==> src/hw/fccs_pkg.sv <==
// Constants of the command, configuration and status block.
package fccs_pkg;
    // ==========================================================
    // Command word fields
    localparam int OPC_LSB = 8;
    localparam int OPC_MSB = 11;
    localparam int OPR_MSB = 2;
    // ==========================================================
    // Opcodes
    localparam logic [3:0] OPC_RESET    = 4'h0;
    localparam logic [3:0] OPC_SEL_CFG  = 4'h1;
    localparam logic [3:0] OPC_DMA_DIR  = 4'h6;
    localparam logic [3:0] OPC_STAT_FMT = 4'h7;
    localparam logic [3:0] OPC_CLR_WPE  = 4'hA;
    localparam logic [3:0] OPC_CLR_RPE  = 4'hB;
    // ==========================================================
    // Reset operands
    localparam logic [2:0] RST_BA  = 3'h1;
    localparam logic [2:0] RST_AB  = 3'h2;
    localparam logic [2:0] RST_ALL_PTR = 3'h3;
    localparam logic [2:0] RST_DMA = 3'h4;
    localparam logic [2:0] RST_ALL = 3'h7;
    // ==========================================================
    // Port A address decode {a1,a0}
    localparam logic [1:0] ADDR_CFG  = 2'h2;
    localparam logic [1:0] ADDR_CMD  = 2'h3;
    // ==========================================================
    // Configuration register indices
    localparam logic [2:0] CFG_AB_AE   = 3'h0;
    localparam logic [2:0] CFG_AB_AF   = 3'h1;
    localparam logic [2:0] CFG_BA_AE   = 3'h2;
    localparam logic [2:0] CFG_BA_AF   = 3'h3;
    localparam logic [2:0] CFG_ROUTE   = 3'h4;
    localparam logic [2:0] CFG_GEN_CTL = 3'h5;
    localparam logic [2:0] CFG_PARITY  = 3'h7;
    // ==========================================================
    // Reset values
    localparam logic [15:0] RST_OFFSET = 16'h0000;
    localparam logic [15:0] RST_ROUTE  = 16'h6420;
    localparam logic [15:0] RST_GEN    = 16'h0000;
    localparam logic [15:0] RST_PAR    = 16'h0000;
    localparam logic        RST_FMT    = 1'b0;
    localparam logic        RST_DIR    = 1'b0;
    // ==========================================================
    // General control bit positions
    localparam int GC_STYLE    = 0;
    localparam int GC_SWAP     = 1;
    localparam int GC_RR_FULL  = 2;
    localparam int GC_RW_EMPTY = 3;
    localparam int GC_REQ_POL  = 4;
    localparam int GC_ACK_POL  = 5;
    localparam int GC_ACK_LSB  = 6;
    localparam int GC_ACK_MSB  = 7;
    localparam int GC_STB_LEN  = 8;
    localparam int GC_CLK_DIV  = 9;
    localparam int GC_PERIPH   = 10;
    localparam int GC_WID_LSB  = 11;
    localparam int GC_WID_MSB  = 12;
    // Parity control: parity error drives flag pin 0
    localparam int PC_ERR_PIN0 = 11;
    // ==========================================================
    // Internal flag indices (assignment code low three bits)
    localparam int FL_AB_E  = 0;
    localparam int FL_AB_AE = 1;
    localparam int FL_AB_F  = 2;
    localparam int FL_AB_AF = 3;
    localparam int FL_BA_E  = 4;
    localparam int FL_BA_AE = 5;
    localparam int FL_BA_F  = 6;
    localparam int FL_BA_AF = 7;
    // Offsets use 10 bits; bit 9 written zero on the shallow variant
    localparam int OFS_W = 10;
endpackage : fccs_pkg

==> src/hw/fccs_top.sv <==
// Port A command decode, configuration registers and status word.
`timescale 1ns/1ps
module fccs_top
    import fccs_pkg::*;
(
    input  wire logic        sys_clk,
    input  wire logic        rst_n,
    input  wire logic        hard_reset_n,
    input  wire logic        host_port_select_n,
    input  wire logic        host_addr_bit_high,
    input  wire logic        host_addr_bit_low,
    input  wire logic        host_read,
    input  wire logic        host_data_strobe_n,
    input  wire logic [15:0] host_data_in,
    output logic      [15:0] host_data_out,
    output logic             host_data_oe,
    input  wire logic [7:0]  internal_flags,
    input  wire logic [7:0]  odd_byte_data,
    input  wire logic        odd_byte_load,
    input  wire logic        write_parity_err_set,
    input  wire logic        read_parity_err_set,
    input  wire logic        dma_clk_in,
    output logic             ba_ptr_clear,
    output logic             ab_ptr_clear,
    output logic             dma_req_clear,
    output logic             odd_byte_valid,
    output logic             dma_dir_read_ab,
    output logic             status_format,
    output logic             dma_tick,
    output logic [OFS_W-1:0] ab_ae_offset,
    output logic [OFS_W-1:0] ab_af_offset,
    output logic [OFS_W-1:0] ba_ae_offset,
    output logic [OFS_W-1:0] ba_af_offset,
    output logic [15:0]      general_control,
    output logic [15:0]      parity_control,
    output logic [3:0]       flag_pins
);
    // ==========================================================
    // Pin synchronisers
    localparam int SW = 23;
    logic [SW-1:0] sync1_r;
    logic [SW-1:0] sync2_r;
    logic          ds_d_r;
    logic          dclk_d_r;
    logic [15:0]   gen_r;
    wire  [SW-1:0] pins_in = {dma_clk_in, hard_reset_n, host_port_select_n,
                              host_addr_bit_high, host_addr_bit_low,
                              host_read, host_data_strobe_n, host_data_in};

    always_ff @(posedge sys_clk or negedge rst_n) begin
        if (!rst_n) begin
            sync1_r  <= '1;
            sync2_r  <= '1;
            ds_d_r   <= 1'b1;
            dclk_d_r <= 1'b1;
        end else begin
            sync1_r  <= pins_in;
            sync2_r  <= sync1_r;
            ds_d_r   <= sync2_r[16];
            dclk_d_r <= sync2_r[22];
        end
    end

    // Data bus is sampled only on the strobe edge, by then it is stable
    wire [15:0] s_data  = sync2_r[15:0];
    wire        s_ds_n  = sync2_r[16];
    wire        s_read  = sync2_r[17];
    wire [1:0]  s_addr  = sync2_r[19:18];
    wire        s_cs_n  = sync2_r[20];
    wire        hw_rst  = ~sync2_r[21];
    wire        s_dclk  = sync2_r[22];

    // ==========================================================
    // Access decode
    wire ds_fall  = ds_d_r & ~s_ds_n;
    wire wr_evt   = ds_fall & ~s_cs_n & ~s_read;
    wire cmd_wr   = wr_evt & (s_addr == ADDR_CMD);
    wire cfg_wr   = wr_evt & (s_addr == ADDR_CFG);
    wire rd_act   = ~s_cs_n & s_read & ~s_ds_n & s_addr[1];
    wire stat_rd  = s_addr == ADDR_CMD;

    wire [3:0] opc = s_data[OPC_MSB:OPC_LSB];
    wire [2:0] opr = s_data[OPR_MSB:0];
    wire is_rst   = cmd_wr & (opc == OPC_RESET);
    wire rst_ba   = is_rst & ((opr == RST_BA) | (opr == RST_ALL_PTR)
                    | (opr == RST_ALL));
    wire rst_ab   = is_rst & ((opr == RST_AB) | (opr == RST_ALL_PTR)
                    | (opr == RST_ALL));
    wire rst_dma  = is_rst & ((opr == RST_DMA) | (opr == RST_ALL));
    wire rst_all  = is_rst & (opr == RST_ALL);
    wire clr_val  = rst_ba;
    wire sel_cmd  = cmd_wr & (opc == OPC_SEL_CFG);
    wire dir_cmd  = cmd_wr & (opc == OPC_DMA_DIR)
                    & gen_r[GC_PERIPH];
    wire fmt_cmd  = cmd_wr & (opc == OPC_STAT_FMT);
    wire clr_wpe  = cmd_wr & (opc == OPC_CLR_WPE);
    wire clr_rpe  = cmd_wr & (opc == OPC_CLR_RPE);

    // ==========================================================
    // Registers
    logic [15:0] cfg_r [0:3];
    logic [15:0] route_r;
    logic [15:0] par_r;
    logic [2:0]  sel_r;
    logic        fmt_r;
    logic        dir_r;
    logic        valid_r;
    logic        wpe_r;
    logic        rpe_r;
    logic        ba_clr_r;
    logic        ab_clr_r;
    logic        dma_clr_r;

    // Configuration: hardware reset or reset-all restores defaults
    wire cfg_dflt = hw_rst | rst_all;

    genvar gi;
    generate
        for (gi = 0; gi < 4; gi++) begin : g_ofs
            always_ff @(posedge sys_clk or negedge rst_n) begin
                if (!rst_n)
                    cfg_r[gi] <= RST_OFFSET;
                else if (cfg_dflt)
                    cfg_r[gi] <= RST_OFFSET;
                else if (cfg_wr && sel_r == 3'(gi))
                    cfg_r[gi] <= s_data;
            end
        end
    endgenerate

    always_ff @(posedge sys_clk or negedge rst_n) begin
        if (!rst_n) begin
            route_r <= RST_ROUTE;
            gen_r   <= RST_GEN;
            par_r   <= RST_PAR;
        end else if (cfg_dflt) begin
            route_r <= RST_ROUTE;
            gen_r   <= RST_GEN;
            par_r   <= RST_PAR;
        end else if (cfg_wr) begin
            if (sel_r == CFG_ROUTE)
                route_r <= s_data;
            if (sel_r == CFG_GEN_CTL)
                gen_r <= s_data;
            if (sel_r == CFG_PARITY)
                par_r <= s_data;
        end
    end

    // Format, direction, parity flags: hardware reset clears them; software reset does not
    always_ff @(posedge sys_clk or negedge rst_n) begin
        if (!rst_n) begin
            sel_r <= 3'h0;
            fmt_r <= RST_FMT;
            dir_r <= RST_DIR;
            wpe_r <= 1'b0;
            rpe_r <= 1'b0;
        end else if (hw_rst) begin
            sel_r <= 3'h0;
            fmt_r <= RST_FMT;
            dir_r <= RST_DIR;
            wpe_r <= 1'b0;
            rpe_r <= 1'b0;
        end else begin
            if (sel_cmd)
                sel_r <= opr;
            if (fmt_cmd)
                fmt_r <= opr[0];
            if (dir_cmd)
                dir_r <= opr[0];
            // Set wins over a clear arriving in the same cycle
            wpe_r <= write_parity_err_set | (wpe_r & ~clr_wpe);
            rpe_r <= read_parity_err_set | (rpe_r & ~clr_rpe);
        end
    end

    // Odd byte valid and clear pulses to the datapath: one cycle per reset command, held while hardware reset lasts
    always_ff @(posedge sys_clk or negedge rst_n) begin
        if (!rst_n) begin
            valid_r   <= 1'b0;
            ba_clr_r  <= 1'b0;
            ab_clr_r  <= 1'b0;
            dma_clr_r <= 1'b0;
        end else begin
            valid_r   <= odd_byte_load
                         | (valid_r & ~clr_val & ~hw_rst);
            ba_clr_r  <= rst_ba | hw_rst;
            ab_clr_r  <= rst_ab | hw_rst;
            dma_clr_r <= rst_dma | hw_rst;
        end
    end

    // ==========================================================
    // DMA tick: external clock edge, optionally halved
    logic div_r;
    logic tick_r;
    wire  dclk_rise = s_dclk & ~dclk_d_r;
    wire  periph    = gen_r[GC_PERIPH];

    always_ff @(posedge sys_clk or negedge rst_n) begin
        if (!rst_n) begin
            div_r  <= 1'b0;
            tick_r <= 1'b0;
        end else begin
            if (dclk_rise)
                div_r <= ~div_r;
            // Tick only matters in peripheral mode; gated there
            tick_r <= periph & dclk_rise
                      & (~gen_r[GC_CLK_DIV] | div_r);
        end
    end

    // ==========================================================
    // Status word and flag pins
    wire [7:0] stat_lo = fmt_r ?
        {internal_flags[FL_BA_AF], internal_flags[FL_BA_F],
         internal_flags[FL_AB_AE], internal_flags[FL_AB_E],
         dir_r, 3'h0} : odd_byte_data;
    wire [7:0] stat_hi = {internal_flags[FL_BA_AE], internal_flags[FL_BA_E],
                          internal_flags[FL_AB_AF], internal_flags[FL_AB_F],
                          fmt_r, rpe_r, wpe_r, valid_r};
    wire [15:0] stat_w = {stat_hi, stat_lo};

    // Register 6 is reserved and reads zero
    wire [15:0] cfg_rd = (sel_r <= CFG_BA_AF) ? cfg_r[sel_r[1:0]] :
                         (sel_r == CFG_ROUTE) ? route_r :
                         (sel_r == CFG_GEN_CTL) ? gen_r :
                         (sel_r == CFG_PARITY) ? par_r : 16'h0000;

    // Code bit 3 selects true level; codes 0-7 drive the inverted flag
    logic [3:0] pin_w;
    always_comb begin
        for (int p = 0; p < 4; p++) begin
            pin_w[p] = internal_flags[route_r[4*p +: 3]]
                       ^ ~route_r[4*p+3];
        end
        if (par_r[PC_ERR_PIN0])
            pin_w[0] = wpe_r | rpe_r;
    end

    logic [15:0] dout_r;
    logic        oe_r;
    logic [3:0]  pins_r;
    always_ff @(posedge sys_clk or negedge rst_n) begin
        if (!rst_n) begin
            dout_r <= 16'h0000;
            oe_r   <= 1'b0;
            pins_r <= 4'h0;
        end else begin
            dout_r <= stat_rd ? stat_w : cfg_rd;
            oe_r   <= rd_act;
            pins_r <= pin_w;
        end
    end

    // ==========================================================
    // Outputs
    assign host_data_out   = dout_r;
    assign host_data_oe    = oe_r;
    assign ba_ptr_clear    = ba_clr_r;
    assign ab_ptr_clear    = ab_clr_r;
    assign dma_req_clear   = dma_clr_r;
    assign odd_byte_valid  = valid_r;
    assign dma_dir_read_ab = dir_r;
    assign status_format   = fmt_r;
    assign dma_tick        = tick_r;
    assign ab_ae_offset    = cfg_r[0][OFS_W-1:0];
    assign ab_af_offset    = cfg_r[1][OFS_W-1:0];
    assign ba_ae_offset    = cfg_r[2][OFS_W-1:0];
    assign ba_af_offset    = cfg_r[3][OFS_W-1:0];
    // Bits 8,7:6,4,5,12:11 feed Port B timing, polarity, width logic
    assign general_control = gen_r;
    assign parity_control  = par_r;
    assign flag_pins       = pins_r;

    // ==========================================================
    // Checks
    ptr_clr_a: assert property (
        @(posedge sys_clk) disable iff (!rst_n)
        rst_ab |=> ab_clr_r && $stable(fmt_r))
        else $error("A-to-B clear missing");
    ba_clr_a: assert property (
        @(posedge sys_clk) disable iff (!rst_n)
        (is_rst && opr == RST_AB && !hw_rst) |=> !ba_clr_r)
        else $error("B-to-A cleared by A-to-B reset");
    dma_only_a: assert property (
        @(posedge sys_clk) disable iff (!rst_n)
        (is_rst && opr == RST_DMA && !hw_rst)
        |=> dma_clr_r && !ab_clr_r && !ba_clr_r)
        else $error("DMA reset wrong scope");
    all_dflt_a: assert property (
        @(posedge sys_clk) disable iff (!rst_n)
        rst_all |=> route_r == RST_ROUTE && gen_r == RST_GEN
        && cfg_r[1] == RST_OFFSET
        && (!valid_r || $past(odd_byte_load)))
        else $error("Reset all left config");
    sw_keep_a: assert property (
        @(posedge sys_clk) disable iff (!rst_n)
        (is_rst && !hw_rst)
        |=> $stable(dir_r) && $stable(fmt_r) && $stable(sel_r))
        else $error("Software reset touched format");
    hw_dflt_a: assert property (
        @(posedge sys_clk) disable iff (!rst_n)
        hw_rst |=> route_r == RST_ROUTE && !fmt_r && !dir_r
        && !wpe_r && !rpe_r && (!valid_r || $past(odd_byte_load)))
        else $error("Hardware reset state wrong");
    hw_pulse_a: assert property (
        @(posedge sys_clk) disable iff (!rst_n)
        hw_rst |=> ba_clr_r && ab_clr_r && dma_clr_r && sel_r == 3'h0)
        else $error("Hardware reset clears missing");
    valid_clr_a: assert property (
        @(posedge sys_clk) disable iff (!rst_n)
        (clr_val && !odd_byte_load) |=> !valid_r)
        else $error("Valid bit not cleared");
    valid_keep_a: assert property (
        @(posedge sys_clk) disable iff (!rst_n)
        (is_rst && opr == RST_AB && valid_r && !hw_rst) |=> valid_r)
        else $error("Valid bit cleared by A-to-B reset");
    sel_idx_a: assert property (
        @(posedge sys_clk) disable iff (!rst_n)
        (sel_cmd && !hw_rst) |=> sel_r == $past(opr))
        else $error("Select index wrong");
    dir_gate_a: assert property (
        @(posedge sys_clk) disable iff (!rst_n)
        (cmd_wr && opc == OPC_DMA_DIR && !gen_r[GC_PERIPH] && !hw_rst)
        |=> $stable(dir_r))
        else $error("Direction set in processor mode");
    fmt_set_a: assert property (
        @(posedge sys_clk) disable iff (!rst_n)
        (fmt_cmd && !hw_rst) |=> fmt_r == $past(opr[0]))
        else $error("Format select wrong");
    ofs_wr_a: assert property (
        @(posedge sys_clk) disable iff (!rst_n)
        (cfg_wr && sel_r == CFG_AB_AE && !hw_rst)
        |=> ab_ae_offset == $past(s_data[OFS_W-1:0]))
        else $error("Offset write lost");
    stat_rd_a: assert property (
        @(posedge sys_clk) disable iff (!rst_n)
        (stat_rd && !hw_rst) |=> dout_r[11] == $past(fmt_r)
        && dout_r[8] == $past(valid_r))
        else $error("Status format bit wrong");
    tick_half_a: assert property (
        @(posedge sys_clk) disable iff (!rst_n)
        (tick_r && gen_r[GC_CLK_DIV] && $stable(gen_r)) |-> !div_r)
        else $error("Divided tick phase wrong");
    tick_proc_a: assert property (
        @(posedge sys_clk) disable iff (!rst_n)
        !gen_r[GC_PERIPH] |=> !tick_r)
        else $error("DMA tick in processor mode");
    undef_op_a: assert property (
        @(posedge sys_clk) disable iff (!rst_n)
        (cmd_wr && opc[3:2] == 2'b11 && !hw_rst)
        |=> $stable(sel_r) && $stable(route_r))
        else $error("Undefined opcode changed state");

endmodule : fccs_top

==> config.mk <==
export PLATFORM = sky130hd
export DESIGN_NAME = fccs_top
export DESIGN_NICKNAME = d
export VERILOG_FILES = /design/src/hw/fccs_pkg.sv /design/src/hw/fccs_top.sv
export SDC_FILE = /design/constraint.sdc
export NUM_CORES = 1
export LEC_CHECK = 0
export BUFFER_PORTS_ARGS = -buffer_cell sky130_fd_sc_hd__buf_4
export CAP_MARGIN = 25
export CELL_PAD_IN_SITES_DETAIL_PLACEMENT = 0
export CELL_PAD_IN_SITES_GLOBAL_PLACEMENT = 1
export CORE_ASPECT_RATIO = 0.8
export CORE_MARGIN = 8
export CORE_UTILIZATION = 34
export CTS_BUF_LIST = sky130_fd_sc_hd__clkbuf_4 sky130_fd_sc_hd__clkbuf_8
export DETAILED_ROUTE_END_ITERATION = 16
export PLACE_DENSITY_LB_ADDON = 0.08
export SETUP_SLACK_MARGIN = 0.5
export SLEW_MARGIN = 20
export SYNTH_ARGS = -nofsm -noshare
export SYNTH_HDL_FRONTEND = slang
export SYNTH_SLANG_ARGS = --single-unit
==> constraint.sdc <==
create_clock -name sys_clk -period 7 [get_ports sys_clk]
set_clock_uncertainty 0.05 [all_clocks]
set_input_delay 1.4 -clock sys_clk [delete_from_list [all_inputs] [get_ports sys_clk]]
set_output_delay 1.4 -clock sys_clk [all_outputs]
set_load 0.05 [all_outputs]
After elaboration in Yosys (flattened, before gate mapping)
Index checks and enable logic that the tools add are counted.

word-level totals
  register bits after elaboration = 194
  memories = 0
  bits in latches = 0
  RAM bits = 0
  memory bits (read-only) = 0
  input bits = 44

operators by class
  bitwise operators = 59
  $lt $le $gt $ge = 6
  $mul = 0
  add/sub/neg operators = 0
  shifts and indexed selects = 0
  reductions and logical operators = 17
  equal/unequal tests = 21
  divide/modulo/power cells = 0
  multiplexer cells = 43

operator list
  operator            number
  $mux 16             24
  $bmux 16 s2         1
  $and 1x1->1         26
  $lt 3x4->1 const B  4
  $reduce_bool 2->1   8
  $eq 3x3->1 const B  5
  $not 1->1           14
  $or 1x1->1          14
  $bmux 1 s3          4
  $eq 3x2->1 const B  4
  $mux 1              11
  $eq 4x3->1 const B  2
  $eq 4x4->1 const B  2
  $mux 8              1
  $eq 3x1->1 const B  2
  $mux 3              2
  $ne 2x1->1 const B  3
  $reduce_and 2->1    3
  $eq 2x2->1 const B  2
  $eq 4x1->1 const B  1
  $logic_and 1x1->1   4
  $logic_not 4->1     1
  $xor 1x1->1         4
  $ge 3x3->1 const B  1
  3 further kinds     3

Logic depth before layout (Yosys ltp)
  depth after elaboration = 11
  gate-level depth with buffers = 7

Least setup slack after synthesis
Ideal clock, no wire load.

  path kind = input-to-reg
  start = input port internal_flags[7]
  end = register pins_r[0], in the netlist flag_pins[0]
  data arrival time = 2.199 ns
  stages on the path = 4
  slack = 4.607 ns
  data required time = 6.806 ns
  path through = mux4_2 mux2i_1 xnor2_1 mux2i_1

on the way
  cells in the longest elaborated chain, start to end = 4

ends and longest elaborated chain
  element                       line             text
  from (decl)                   fccs_top.sv:17   input wire logic [7:0] internal_flags,
  $bmux 1 s3                    fccs_top.sv:234  pin_w[p] = internal_flags[route_r[4*p +: 3]]
  $mux 1 (implied by the code)  fccs_top.sv:234
  $xor 1x1->1                   fccs_top.sv:235  ^ ~route_r[4*p+3];
  $mux 1                        fccs_top.sv:237  if (par_r[PC_ERR_PIN0])
  named net pin_w[0]            fccs_top.sv:231  logic [3:0] pin_w;
  to (signal assigned)          fccs_top.sv:252  pins_r <= pin_w;
  to (decl)                     fccs_top.sv:243  logic [3:0] pins_r;

The timed path passes the listed nets, and every way through them passes these cells. The select of a mux whose other input is x is not followed.
A chain may end at the register's enable or synchronous reset.

Final worst setup path
  start = register ds_d_r
  end = register cfg_r, in the netlist ab_af_offset[5]

on the way
  cells in the longest elaborated chain, start to end = 8
  elaborated cells between the ends (all ways) = 11

ends and longest elaborated chain
  element                                       line             text
  from (decl)                                   fccs_top.sv:43   logic ds_d_r;
  from (signal assigned)                        fccs_top.sv:59   ds_d_r <= sync2_r[16];
  $and 1x1->1 (*)                               fccs_top.sv:75   wire ds_fall = ds_d_r & ~s_ds_n;
  $and 1x1->1 (*) (2 in a row)                  fccs_top.sv:76   wire wr_evt = ds_fall & ~s_cs_n & ~s_read;
  $and 1x1->1                                   fccs_top.sv:77   wire cmd_wr = wr_evt & (s_addr == ADDR_CMD);
  $and 1x1->1                                   fccs_top.sv:84   wire is_rst = cmd_wr & (opc == OPC_RESET);
  $and 1x1->1                                   fccs_top.sv:90   wire rst_all = is_rst & (opr == RST_ALL);
  $or 1x1->1                                    fccs_top.sv:115  wire cfg_dflt = hw_rst | rst_all;
  $mux 16 or $reduce_bool 2->1 (tied branches)  n/a
  to (signal, indexed assignment)               fccs_top.sv:126  cfg_r[gi] <= s_data;
  to (decl)                                     fccs_top.sv:101  logic [15:0] cfg_r [0:3];

Every way passes the cells marked *; elsewhere a longest branch is shown, timed or not.

==> results.json <==
{
  "synth_cell_types": 44,
  "crit_type": "reg -> reg",
  "viasPerCell": 5.14,
  "io_buffers": 143,
  "worst_r2r_endpoint": "ab_af_offset[5]",
  "syn_nets": 805,
  "async_flop_share": 1.00,
  "grt_start_max_net_pins": 79,
  "fill_cells": 2429,
  "synth.area.top_cells": "dfrtp_1 (41%), dfstp_2 (16%), mux2i_1 (6.6%)",
  "tightest_slew_ns": 1.01,
  "yosysMostFrequentCell": "nand2_1",
  "crit_arrival_ns": 3.61,
  "drt_iter0_drc": 373,
  "cts_buffers": 17,
  "synthFlopType": "dfrtp_1",
  "synth_area_um2": 8740,
  "crit_start": "ds_d_r",
  "num_vias": 6049,
  "cp-start-kind": "flip-flop",
  "cts_setup_buffers": 0,
  "dieHeight_um": 159,
  "cp_slowest_stage_delay_ns": 0.86,
  "cp-end-kind": "flip-flop",
  "cts_tree": "done",
  "drv_cap": 0,
  "synth_top_cell_by_area": "dfrtp_1",
  "hold-path-cell-count": 0,
  "synth-seq-cells": 194,
  "clk_pin_slew_worst_paths_ns": 0.10,
  "power.leakage_uw": 0.00451,
  "wl_um": 26700,
  "grt_pass1_vias": 6456,
  "fp.dieW_um": 195,
  "seq_area_frac_synth": 0.563,
  "finalSetupTns_ns": 0,
  "syn_inst": 761,
  "ios": 144,
  "crit_fanout": 78,
  "antenna_found_initial": 0,
  "r2r_cells": 5,
  "clk_latency_ns": 0.48,
  "clockBufferDepth": 2,
  "grt.total_usage": 0.173,
  "synth_top_area_frac": 0.407,
  "cts_root_buf": "clkbuf_8",
  "rsz0062_at_grt": "no",
  "initial_core_util": 0.345,
  "period_share": 0.479,
  "setup_viol": 0,
  "slew_viol_final": 0,
  "wire_per_inst_um": 22.7,
  "finalCriticalPeriod_ns": 3.35,
  "drive_gt1_frac": 0.354,
  "fmax_mhz": 298,
  "ir_drop_v": 0.000115,
  "rrSetupSlack_ns": 3.65,
  "cp-endpoint": "ab_af_offset[5]",
  "dp_cells": 1144,
  "status": "finished, final reports clean",
  "synth_edf_count": 0,
  "hold_viol_final": 0,
  "core_area_um2": 25300,
  "std_cell_rows": 52,
  "yosysWarnings": 0,
  "gp_congestion": 0.767,
  "max-slew-margin-rel": 0.323,
  "dpl.hpwl_um": 18300,
  "drc": 0,
  "nNetsFinal": 884,
  "timing.rr.start": "ds_d_r",
  "cp.required_ns": 7.26,
  "ctsHoldBuffers": 0,
  "area_growth_pct": 17.4,
  "antenna_cells": 0,
  "finalPower_uw": 2150,
  "grt_pass1_wl_um": 41500,
  "drtAntennaViolNets": 0,
  "grt.overflow.total": 0,
  "cpMaxStageDelayCell": "o21ai_4",
  "die_area_um2": 31100,
  "htreeDepth": 4,
  "firstDrtPassIters": 4,
  "synth_common_cells": "nand2_1 (143), dfrtp_1 (142), nor2_1 (67), a21oi_1 (60), mux2i_1 (58)",
  "layoutNonFillerInstCount": 1177,
  "critical_path_buf_inv_count": 1,
  "avgSynthCellArea_um2": 11.5,
  "post_cts_resize_count": 0,
  "crit_chain": "nor3b_1 -> nand4b_1 -> o21ai_4 -> buf_4 -> a21oi_1",
  "powerDensity_nw_per_um2": 209,
  "min_path_type": "reg -> reg",
  "cpLargestDelayFamily": "compound AO/OA/AOI/OAI gates",
  "crit_cells": 5,
  "cts_sinks": 194
}
==> metal layers <==
metal / track usage / wire length (um)
met1: 0.252 / 13200
met2: 0.257 / 12000
met3: 0.0389 / 1210
met4: 0.0433 / 306
met5: 0 / 0
==> through the flow <==
stage          instance area (um2)  setup slack (ns)   util  hold WS [ns]
6_report                     10300              3.65  0.405         0.310
5_1_grt                      10300              3.35  0.405         0.314
4_1_cts                      10200              3.71  0.404         0.312
3_5_place_dp                  9780              3.72  0.387         0.297
3_3_place_gp                  9740              3.85  0.385         0.296
2_1_floorplan                 8740              4.61      -         0.295
==> final cells by class <==
type	count	area, um2	area share
inverters	3	11.3	0.00110
multi-input cells	467	3250	0.317
repair buffers	157	1220	0.119
clock buffers	18	248	0.0241
clock inverters	14	200	0.0195
well taps	324	405	0.0395
flip-flops and latches	194	4920	0.480
==> power by group <==
group          switching, uW  leakage [uW]  internal (uW)
clock network            425      0.000222            405
registers               28.2       0.00249           1160
logic                   85.7       0.00179           45.1
==> worst min path at each step <==
stage,slack (ns),end,from
after floorplan,0.30,sync2_r[0],sync1_r[0]
after global placement,0.30,sync2_r[5],sync1_r[5]
after detailed placement,0.30,sync2_r[3],sync1_r[3]
after CTS,0.31,sync2_r[3],sync1_r[3]
after global routing,0.31,sync2_r[1],sync1_r[1]
final,0.31,sync2_r[5],sync1_r[5]
==> layout by cell type (no fill, tap or decap), types with 3 or more instances in the layout <==
cell,instances
mux2i_1,58
mux2_2,21
inv_1,3
clkbuf_8,19
dfstp_2,52
o21a_1,3
nand3b_1,9
nand2b_1,3
buf_4,151
o21ai_0,3
nor2_1,67
xor2_1,4
bufinv_16,4
buf_6,4
o31ai_1,17
nor2b_1,6
dfrtp_1,140
inv_6,4
mux4_2,24
or4_1,3
nor4_4,4
nand2_1,143
a21oi_1,60
a221oi_1,16
==> registers in the layout, summed over array words and instances, names as in the netlist, 16 cells and up <==
signal,flops
host_data_out,16
cfg_r,24
sync2_r,23
route_r,16
general_control,16
sync1_r,23
parity_control,16
==> cells by family (layout without fill, tap and decap cells) <==
group           Yosys count  after routing  synth area share
mux                     103            103             0.155
xor+xnor                  6              6           0.00601
flops                   194            194             0.563
compound gates          102            102            0.0723
simple gates            256            256             0.136
buf+inv                 100            192            0.0677
Note: power is estimated with default switching activity, not from simulation.
